<file path="config.mk">
export PLATFORM = sky130hd
export DESIGN_NAME = mecs_regs
export DESIGN_NICKNAME = d
export VERILOG_FILES = /design/src/mecs_pkg.sv /design/src/mecs_regs.sv
export SDC_FILE = /design/constraint.sdc
export NUM_CORES = 1
export LEC_CHECK = 0
export ABC_AREA = 1
export BUFFER_PORTS_ARGS = -buffer_cell sky130_fd_sc_hd__buf_2
export CELL_PAD_IN_SITES_DETAIL_PLACEMENT = 1
export CELL_PAD_IN_SITES_GLOBAL_PLACEMENT = 1
export CORE_ASPECT_RATIO = 0.8
export CORE_MARGIN = 2
export CORE_UTILIZATION = 36
export CTS_BUF_LIST = sky130_fd_sc_hd__clkbuf_4
export DETAILED_ROUTE_END_ITERATION = 8
export PLACE_DENSITY = 0.83
export SLEW_MARGIN = 20
export SYNTH_ARGS = -nofsm -noshare
export SYNTH_HDL_FRONTEND = slang
export SYNTH_SLANG_ARGS = --single-unit
</file>
<file path="constraint.sdc">
create_clock -name clk_i -period 1.95 [get_ports clk_i]
set_input_delay 0.2925 -clock clk_i [delete_from_list [all_inputs] [get_ports clk_i]]
set_output_delay 0.2925 -clock clk_i [all_outputs]
set_load 0.01 [all_outputs]
</file>
<file path="src/mecs_pkg.sv">
// Constants, field layouts and carrier types of the motion event register bank.
package mecs_pkg;

    // Register indices; the byte address on the bus is four times the index.
    localparam logic [5:0] IDX_TAP_TIMING = 6'h32;
    localparam logic [5:0] IDX_WAKE_THS = 6'h33;
    localparam logic [5:0] IDX_WAKE_DUR = 6'h34;
    localparam logic [5:0] IDX_FREEFALL = 6'h35;
    localparam logic [5:0] IDX_STATUS = 6'h36;
    localparam logic [5:0] IDX_WAKE_SRC = 6'h37;

    // Reset value of every configuration register.
    localparam logic [7:0] CFG_RESET = 8'h00;

    // Duration scale factors in output data periods.
    localparam int SHOCK_MULT = 8;
    localparam int QUIET_MULT = 4;
    localparam int GAP_MULT = 32;
    localparam int SLEEP_MULT = 512;

    // Counter widths.
    localparam int TCNT_W = 9;
    localparam int ICNT_W = 13;

    // Tap timing register fields.
    localparam int GAP_LSB = 4;
    localparam int QUIET_LSB = 2;
    localparam int SHOCK_LSB = 0;
    // Wake threshold register fields.
    localparam int DBL_BIT = 7;
    localparam int SLEEP_EN_BIT = 6;
    localparam int WTHS_LSB = 0;
    // Wake and sleep duration register fields.
    localparam int FDUR5_BIT = 7;
    localparam int WDUR_LSB = 5;
    localparam int ROUTE_BIT = 4;
    localparam int SDLY_LSB = 0;
    // Free-fall register fields.
    localparam int FDUR_LSB = 3;
    localparam int FTHS_LSB = 0;

    // Event flags laid out as the status mirror register, bit 7 first.
    typedef struct packed {
        logic overrun;
        logic wake;
        logic sleep;
        logic dtap;
        logic stap;
        logic orient;
        logic fall;
        logic ready;
    } mecs_evt_t;

    // Per-axis magnitudes in steps of one sixty-fourth of full scale.
    typedef struct packed {
        logic [5:0] x;
        logic [5:0] y;
        logic [5:0] z;
    } mecs_axis_t;

    // Free-fall threshold decode, in steps of 31.25 mg.
    function automatic logic [4:0] mecs_fall_ths(input logic [2:0] code);
        logic [4:0] r;
        r = 5'h05;
        case (code)
            3'h0: r = 5'h05;
            3'h1: r = 5'h07;
            3'h2: r = 5'h08;
            3'h3: r = 5'h0a;
            3'h4: r = 5'h0b;
            3'h5: r = 5'h0d;
            3'h6: r = 5'h0f;
            default: r = 5'h10;
        endcase
        return r;
    endfunction : mecs_fall_ths

endpackage : mecs_pkg

</file>
<file path="src/mecs_regs.sv">
// Motion event configuration and status bank with tap, wake, sleep and fall.
`timescale 1ns/1ps

// What this block does
// - In double mode a second tap counts only within gap field times 32 periods.
// - After a first tap no over-threshold sample for quiet field times 4.
// - An excursion is a tap only if no longer than shock field times 8.
// - Tap count select 0 gives single-tap detection, 1 gives double-tap.
// - Inactivity enable bit switches sleep detection off at 0, on at 1.
// - Wake threshold is 6-bit unsigned, one step is full scale over 64.
// - Fall duration is 6 bits split over two registers, one period a step.
// - Wake duration is a 2-bit field, one period a step.
// - Route bit 1 drives the FIFO full status onto interrupt pin one.
// - Sleep is entered after inactivity of sleep delay times 512 periods.
// - Fall threshold code decodes to 5,7,8,10,11,13,15,16 steps of 31.25 mg.
// - Status mirror bits are overrun down to sample ready; overrun on overwrite while the FIFO is full.
// - Sample ready reads 1 when new X, Y and Z data are available.
// - Orientation flag sets when a change of position is detected.
// - Wake source bits 2 to 0 flag the axis that caused a wakeup.
// - Wake source bit 3 wake, bit 4 inactive, bit 5 fall, bits 7:6 zero.
// - Inactive state flag reads 1 while a sleep event is detected.
// - Double knock flag sets on a double tap, single on a single tap.
// - Fall flag sets after fall duration below the fall threshold.
module mecs_regs (
    input wire logic clk_i,
    input wire logic rst_i,
    input wire logic wb_cyc_i,
    input wire logic wb_stb_i,
    input wire logic wb_we_i,
    input wire logic [7:0] wb_adr_i,
    input wire logic [3:0] wb_sel_i,
    input wire logic [31:0] wb_dat_i,
    output logic [31:0] wb_dat_o,
    output logic wb_ack_o,
    input wire logic odr_tick_i,
    input wire logic data_ready_i,
    input wire logic tap_over_i,
    input wire mecs_pkg::mecs_axis_t axis_mag_i,
    input wire logic [7:0] fall_mag_i,
    input wire logic orient_change_i,
    input wire logic fifo_full_i,
    input wire logic fifo_overwrite_i,
    output mecs_pkg::mecs_evt_t evt_o,
    output logic interrupt_pin_one_o
);
    import mecs_pkg::*;

    typedef enum logic [2:0] {
        T_IDLE, T_SHOCK, T_HOLD, T_QUIET, T_GAP
    } mecs_tap_st_t;

    logic [7:0] tap_cfg_q;
    logic [7:0] wths_cfg_q;
    logic [7:0] wdur_cfg_q;
    logic [7:0] fall_cfg_q;
    logic [31:0] dat_q;
    logic ack_q;
    mecs_evt_t evt_q;
    logic [2:0] axis_q;
    logic int_q;
    mecs_tap_st_t st_q;
    logic [TCNT_W-1:0] tcnt_q;
    logic second_q;
    logic stap_p_q;
    logic dtap_p_q;
    logic [1:0] wcnt_q;
    logic [ICNT_W-1:0] icnt_q;
    logic [5:0] fcnt_q;

    logic req;
    logic hit;
    logic [5:0] idx;
    logic wr;
    logic rd_status;
    logic rd_src;
    logic [2:0] over;
    logic any_over;
    logic wake_p;
    logic fall_low;
    logic fall_p;
    logic sleep_en;
    logic dbl;
    logic [5:0] fall_dur;
    logic [TCNT_W-1:0] shock_lim;
    logic [TCNT_W-1:0] quiet_lim;
    logic [TCNT_W-1:0] gap_lim;
    logic [ICNT_W-1:0] sleep_lim;

    // Bus request decode: aligned word per register, low byte lane holds data.
    assign req = wb_cyc_i && wb_stb_i && !ack_q;
    assign idx = wb_adr_i[7:2];
    assign hit = wb_adr_i[1:0] == 2'h0;
    assign wr = req && wb_we_i && hit && wb_sel_i[0];
    assign rd_status = req && !wb_we_i && hit && idx == IDX_STATUS;
    assign rd_src = req && !wb_we_i && hit && idx == IDX_WAKE_SRC;

    // Configuration fields.
    assign dbl = wths_cfg_q[DBL_BIT];
    assign sleep_en = wths_cfg_q[SLEEP_EN_BIT];
    assign fall_dur = {wdur_cfg_q[FDUR5_BIT], fall_cfg_q[FDUR_LSB +: 5]};
    assign shock_lim = TCNT_W'(tap_cfg_q[SHOCK_LSB +: 2] * SHOCK_MULT);
    assign quiet_lim = TCNT_W'(tap_cfg_q[QUIET_LSB +: 2] * QUIET_MULT);
    assign gap_lim = TCNT_W'(tap_cfg_q[GAP_LSB +: 4] * GAP_MULT);
    assign sleep_lim = ICNT_W'(wdur_cfg_q[SDLY_LSB +: 4] * SLEEP_MULT);

    // Per-axis wake comparison against the unsigned threshold.
    genvar g;
    generate
        for (g = 0; g < 3; g++) begin : g_axis
            logic [5:0] mag;
            assign mag = axis_mag_i[6*g +: 6];
            assign over[g] = mag > wths_cfg_q[WTHS_LSB +: 6];
        end
    endgenerate
    assign any_over = |over;
    assign wake_p = odr_tick_i && any_over
        && wcnt_q == wdur_cfg_q[WDUR_LSB +: 2];
    assign fall_low = fall_mag_i
        < 8'(mecs_fall_ths(fall_cfg_q[FTHS_LSB +: 3]));
    assign fall_p = odr_tick_i && fall_low && fcnt_q == fall_dur;

    // Configuration registers; writes to status and source are dropped.
    always_ff @(posedge clk_i) begin
        if (rst_i) begin
            tap_cfg_q <= CFG_RESET;
            wths_cfg_q <= CFG_RESET;
            wdur_cfg_q <= CFG_RESET;
            fall_cfg_q <= CFG_RESET;
        end else if (wr) begin
            unique case (idx)
                IDX_TAP_TIMING: tap_cfg_q <= wb_dat_i[7:0];
                IDX_WAKE_THS: wths_cfg_q <= wb_dat_i[7:0];
                IDX_WAKE_DUR: wdur_cfg_q <= wb_dat_i[7:0];
                IDX_FREEFALL: fall_cfg_q <= wb_dat_i[7:0];
                default: ;
            endcase
        end
    end

    // Bus answer: one wait state, read data registered with the ack.
    always_ff @(posedge clk_i) begin
        if (rst_i) begin
            ack_q <= 1'b0;
            dat_q <= 32'h0;
        end else begin
            ack_q <= req;
            dat_q <= 32'h0;
            if (req && !wb_we_i && hit) begin
                unique case (idx)
                    IDX_TAP_TIMING: dat_q[7:0] <= tap_cfg_q;
                    IDX_WAKE_THS: dat_q[7:0] <= wths_cfg_q;
                    IDX_WAKE_DUR: dat_q[7:0] <= wdur_cfg_q;
                    IDX_FREEFALL: dat_q[7:0] <= fall_cfg_q;
                    IDX_STATUS: dat_q[7:0] <= evt_q;
                    IDX_WAKE_SRC: dat_q[7:0] <= {2'h0, evt_q.fall,
                        evt_q.sleep, evt_q.wake, axis_q};
                    default: dat_q <= 32'h0;
                endcase
            end
        end
    end

    // Tap recognition; every timer steps on the data period tick.
    always_ff @(posedge clk_i) begin
        if (rst_i) begin
            st_q <= T_IDLE;
            tcnt_q <= '0;
            second_q <= 1'b0;
            stap_p_q <= 1'b0;
            dtap_p_q <= 1'b0;
        end else begin
            stap_p_q <= 1'b0;
            dtap_p_q <= 1'b0;
            unique case (st_q)
                T_IDLE: begin
                    second_q <= 1'b0;
                    tcnt_q <= TCNT_W'(1);
                    if (odr_tick_i && tap_over_i) begin
                        st_q <= T_SHOCK;
                    end
                end
                T_SHOCK: if (odr_tick_i) begin
                    if (tap_over_i) begin
                        if (tcnt_q >= shock_lim) begin
                            st_q <= T_HOLD;
                        end else begin
                            tcnt_q <= tcnt_q + 1'b1;
                        end
                    end else if (tcnt_q <= shock_lim) begin
                        tcnt_q <= '0;
                        st_q <= T_QUIET;
                        if (!dbl) begin
                            stap_p_q <= 1'b1;
                        end else if (second_q) begin
                            dtap_p_q <= 1'b1;
                        end
                    end else begin
                        st_q <= T_IDLE;
                    end
                end
                T_HOLD: if (!tap_over_i) begin
                    st_q <= T_IDLE;
                end
                T_QUIET: if (odr_tick_i) begin
                    if (tap_over_i) begin
                        st_q <= T_HOLD;
                    end else begin
                        tcnt_q <= tcnt_q + 1'b1;
                        if (tcnt_q + 1'b1 >= quiet_lim) begin
                            st_q <= (dbl && !second_q) ? T_GAP : T_IDLE;
                        end
                    end
                end
                T_GAP: if (odr_tick_i) begin
                    if (tcnt_q >= gap_lim) begin
                        st_q <= T_IDLE;
                    end else if (tap_over_i) begin
                        second_q <= 1'b1;
                        tcnt_q <= TCNT_W'(1);
                        st_q <= T_SHOCK;
                    end else begin
                        tcnt_q <= tcnt_q + 1'b1;
                    end
                end
            endcase
        end
    end

    // Wake and free-fall duration counters of consecutive samples.
    always_ff @(posedge clk_i) begin
        if (rst_i) begin
            wcnt_q <= 2'h0;
            fcnt_q <= 6'h0;
        end else if (odr_tick_i) begin
            if (!any_over) begin
                wcnt_q <= 2'h0;
            end else if (wcnt_q != wdur_cfg_q[WDUR_LSB +: 2]) begin
                wcnt_q <= wcnt_q + 1'b1;
            end
            if (!fall_low) begin
                fcnt_q <= 6'h0;
            end else if (fcnt_q != fall_dur) begin
                fcnt_q <= fcnt_q + 1'b1;
            end
        end
    end

    // Inactivity counter; it restarts on any over-threshold sample.
    always_ff @(posedge clk_i) begin
        if (rst_i) begin
            icnt_q <= '0;
        end else if (!sleep_en || any_over) begin
            icnt_q <= '0;
        end else if (odr_tick_i && icnt_q < sleep_lim) begin
            icnt_q <= icnt_q + 1'b1;
        end
    end

    // Event flags: a set in the clearing read cycle wins over the clear.
    always_ff @(posedge clk_i) begin
        if (rst_i) begin
            evt_q <= '0;
            axis_q <= 3'h0;
        end else begin
            if (rd_status) begin
                evt_q.ready <= 1'b0;
                evt_q.stap <= 1'b0;
                evt_q.dtap <= 1'b0;
                evt_q.orient <= 1'b0;
                evt_q.overrun <= 1'b0;
            end
            if (rd_status || rd_src) begin
                evt_q.wake <= 1'b0;
                evt_q.fall <= 1'b0;
            end
            if (rd_src) begin
                axis_q <= 3'h0;
            end
            if (data_ready_i) begin
                evt_q.ready <= 1'b1;
            end
            if (orient_change_i) begin
                evt_q.orient <= 1'b1;
            end
            if (fifo_full_i && fifo_overwrite_i) begin
                evt_q.overrun <= 1'b1;
            end
            if (stap_p_q) begin
                evt_q.stap <= 1'b1;
            end
            if (dtap_p_q) begin
                evt_q.dtap <= 1'b1;
            end
            if (fall_p) begin
                evt_q.fall <= 1'b1;
            end
            if (wake_p) begin
                evt_q.wake <= 1'b1;
                axis_q <= (rd_src ? 3'h0 : axis_q) | over;
            end
            if (!sleep_en || wake_p) begin
                evt_q.sleep <= 1'b0;
            end else if (icnt_q >= sleep_lim) begin
                evt_q.sleep <= 1'b1;
            end
        end
    end

    // FIFO full routing onto interrupt pin one.
    always_ff @(posedge clk_i) begin
        if (rst_i) begin
            int_q <= 1'b0;
        end else begin
            int_q <= fifo_full_i && wdur_cfg_q[ROUTE_BIT];
        end
    end

    assign wb_ack_o = ack_q;
    assign wb_dat_o = dat_q;
    assign evt_o = evt_q;
    assign interrupt_pin_one_o = int_q;
endmodule : mecs_regs

</file>
==> flow_summary.toml <==
[run_status]
run_status = "finished with violations"
violations = "negative setup slack"

[sta]
period_share = 1.06
maxSlewViolCount = 0
fin_ws_ns = -0.125
rsz0062_at_grt = "yes"
period_needed_ns = 2.07
setup_viol = 9
finalHoldViolations = 0
fmax_mhz = 482
clock_skew_ns = 0.0221

[pwr]
power_frac_clock = 0.189
pwr_density_cell_nw_per_um2 = 826
p_leak_uw = 0.00309
vdd_drop_max_mv = 0.440
intPower_uw = 3700
p_seq_frac = 0.355
p_comb_frac = 0.455
power_switching_uw = 2090
p_sw_frac = 0.361

[job]
max_cap_viol_count = 0

[synthesis]
synth_area_sq_um = 5550
yosys_warnings = 0
yosysMostFrequentCell = "nand2_1"
yosys_most_used_dff = "dfxtp_1"
async_flop_share = 0
seq_area_frac_synth = 0.321
synth_area_per_cell_sq_um = 6.86
synth_enable_flop_cells = 0
yosysTopAreaCell = "dfxtp_1"
ys_top_cells_by_area = "dfxtp_1 (32%), nand2_1 (11%), ha_1 (9.0%)"
ys_types = 42
synth_cells = 810
ys_top_cells_by_count = "nand2_1 (165), nor2_1 (98), inv_1 (97)"
synth_top_cell_area_share = 0.321
yosys_register_bits = 89

[floorplanning]
die_w_um = 143
num_rows = 40
initial_core_util = 0.369
ioPinCount = 123
die-area_sq_um = 16400
core_sq_um = 15100
fp.dieH_um = 115

[final_layout]
layout.nets = 1058
drive_above_1_share = 0.270
num_antenna_cells = 0
fin_area_sq_um = 7010
area_growth_pct = 26.2
fillers = 1944
utilization = 0.465

[clock_tree]
ctsHoldBuffers = 0
htree_levels = 3
cts-root-buf = "clkbuf_4"
clk_pin_slew_ns = 0.15
cts_buffers = 9
insertion_delay_ns = 0.47
cts_sinks = 89
clock_path_buffers = 2
cts_tree = "yes"

[route]
drtAntennaViolNets = 0
highest_layer = "met4"
num_vias = 5761
drcViolationCount = 0
wl_met1_um = 8690
vias_per_cell = 5.00
drt_first_iter_violations = 306
dr.pass1.iters = 5
wl_met3_um = 955
wl_um = 18200
wl_met2_um = 8380
wl_per_cell_um = 15.8

[setup_path]
crit_type = "reg -> reg"
cp_data_required_time_ns = 2.31
start_kind = "flip-flop"
crit_path_end_kind = "flip-flop"
worstPathArrival_ns = 2.44
path_max_fanout = 4

[global_routing]
grt-ovfl-total = 0
antenna_found_initial = 0
grt_pass1_wl_um = 27800
grt_max_degree = 48
track_usage = 0.216
grt_pass1_vias = 5637

[placement]
postPlaceCellArea_sq_um = 6340
pre_cts_slack_ns = -0.277
port_buffers = 71
dp_hpwl_um = 13600
place_congestion = 0.835

[min_path]
hold_path_class = "in -> reg"
==> power groups by stage <==
stage / logic [uW] / registers, uW / clock network (uW)
after floorplan: 1170 / 2070 / 0
after global placement: 1780 / 2050 / 0
after detailed placement: 1850 / 2060 / 0
after CTS: 1950 / 2040 / 1110
after global routing: 2880 / 2070 / 1190
final: 2640 / 2060 / 1090
==> stage by stage <==
stage                     instances  hold slack (ns)  total power (uW)  setup TNS [ns]
after floorplan                 833            0.410              3240               0
after global placement         1117            0.418              3830          -0.577
after detailed placement       1117            0.440              3910           -1.14
after CTS                      1139           0.0242              5100          -0.456
after global routing           1152           0.0318              6140           -1.61
final                          1152           0.0428              5790          -0.450
==> critical path, stage by stage, from the launching register on <==
cell and delay, ns:
dfxtp_4 0.39, ha_4 0.18, nand2_4 0.07, inv_4 0.04, nor2_4 0.09, inv_2 0.05, ha_4 0.23, nand2_2 0.05
nor2_1 0.03, nor2_1 0.10, nand3_1 0.10, nor2_1 0.15, nand4_1 0.19, nand3_2 0.15, nand2_1 0.06, nand2_1 0.06
nor2_1 0.04
==> final cells by class <==
cell class                 instances  area [sq um]  share of cell area
multi-input combinational        593          3460               0.494
sequential                        89          1810               0.258
timing repair buffer             134           918               0.131
inverter                         110           418              0.0596
tap                              210           263              0.0375
clock buffer                      13          97.6              0.0139
clock inverter                     3          41.3             0.00589
==> registers in the layout, indices dropped and copies added, names as in the netlist, 6 cells and up <==
name	count
wdur_cfg_q	8
fall_cfg_q	8
evt_o	8
fcnt_q	6
icnt_q	13
wths_cfg_q	8
tap_cfg_q	8
tcnt_q	9
wb_dat_o	8
==> cells by family (layout without fill, tap and decap cells) <==
family / after synthesis / after routing / synth area share
AO/OA/AOI/OAI: 136 / 136 / 0.134
XOR/XNOR: 18 / 18 / 0.0284
adder cells (fa/ha/maj): 40 / 40 / 0.0901
buffers and inverters: 151 / 260 / 0.124
flip-flops: 89 / 89 / 0.321
other: 1 / 24 / 0.000675
AND/OR/NAND/NOR: 375 / 375 / 0.302
==> final timing paths <==
path / from / end / slack [ns] / cells past startpoint
setup / recovery: tcnt_q[0] / st_q[2] / -0.12 / 16
hold / removal: orient_change_i / evt_o[2] / 0.04 / 3
setup reg to reg: tcnt_q[0] / st_q[2] / -0.12 / 16
hold reg to reg: dtap_p_q / evt_o[4] / 0.47 / 2
==> cell usage in the layout (no fill, tap or decap), types with 7 or more instances in the layout <==
| master | count |
|---|---|
| dfxtp_2 | 11 |
| nand2_2 | 11 |
| nand4_1 | 22 |
| a21oi_1 | 59 |
| nor2_4 | 9 |
| o21ai_1 | 17 |
| ha_1 | 28 |
| conb_1 | 24 |
| buf_2 | 71 |
| xor2_1 | 14 |
| nor3_1 | 11 |
| nand3_1 | 38 |
| buf_4 | 51 |
| o22ai_1 | 7 |
| nor2_1 | 91 |
| dfxtp_1 | 74 |
| nand2_1 | 157 |
| nor2_2 | 13 |
| inv_2 | 21 |
| buf_6 | 8 |
| o21ai_0 | 29 |
| clkbuf_4 | 13 |
| ha_4 | 12 |
| inv_1 | 86 |
==> layer usage <==
metal  track usage  vias up
met2         0.350      146
met4        0.0475        0
met1         0.298     2752
li1              -     2843
met3        0.0433       20
met5             0        -
==> timing repair <==
item / in CTS / in global routing
cloned: 0 / 3
buffers inserted: 6 / 11
gates resized for setup: 18 / 78
pin swaps: 15 / 40
setup endpoints to repair: 17 / 41
Power figures use the tool's default switching activity.
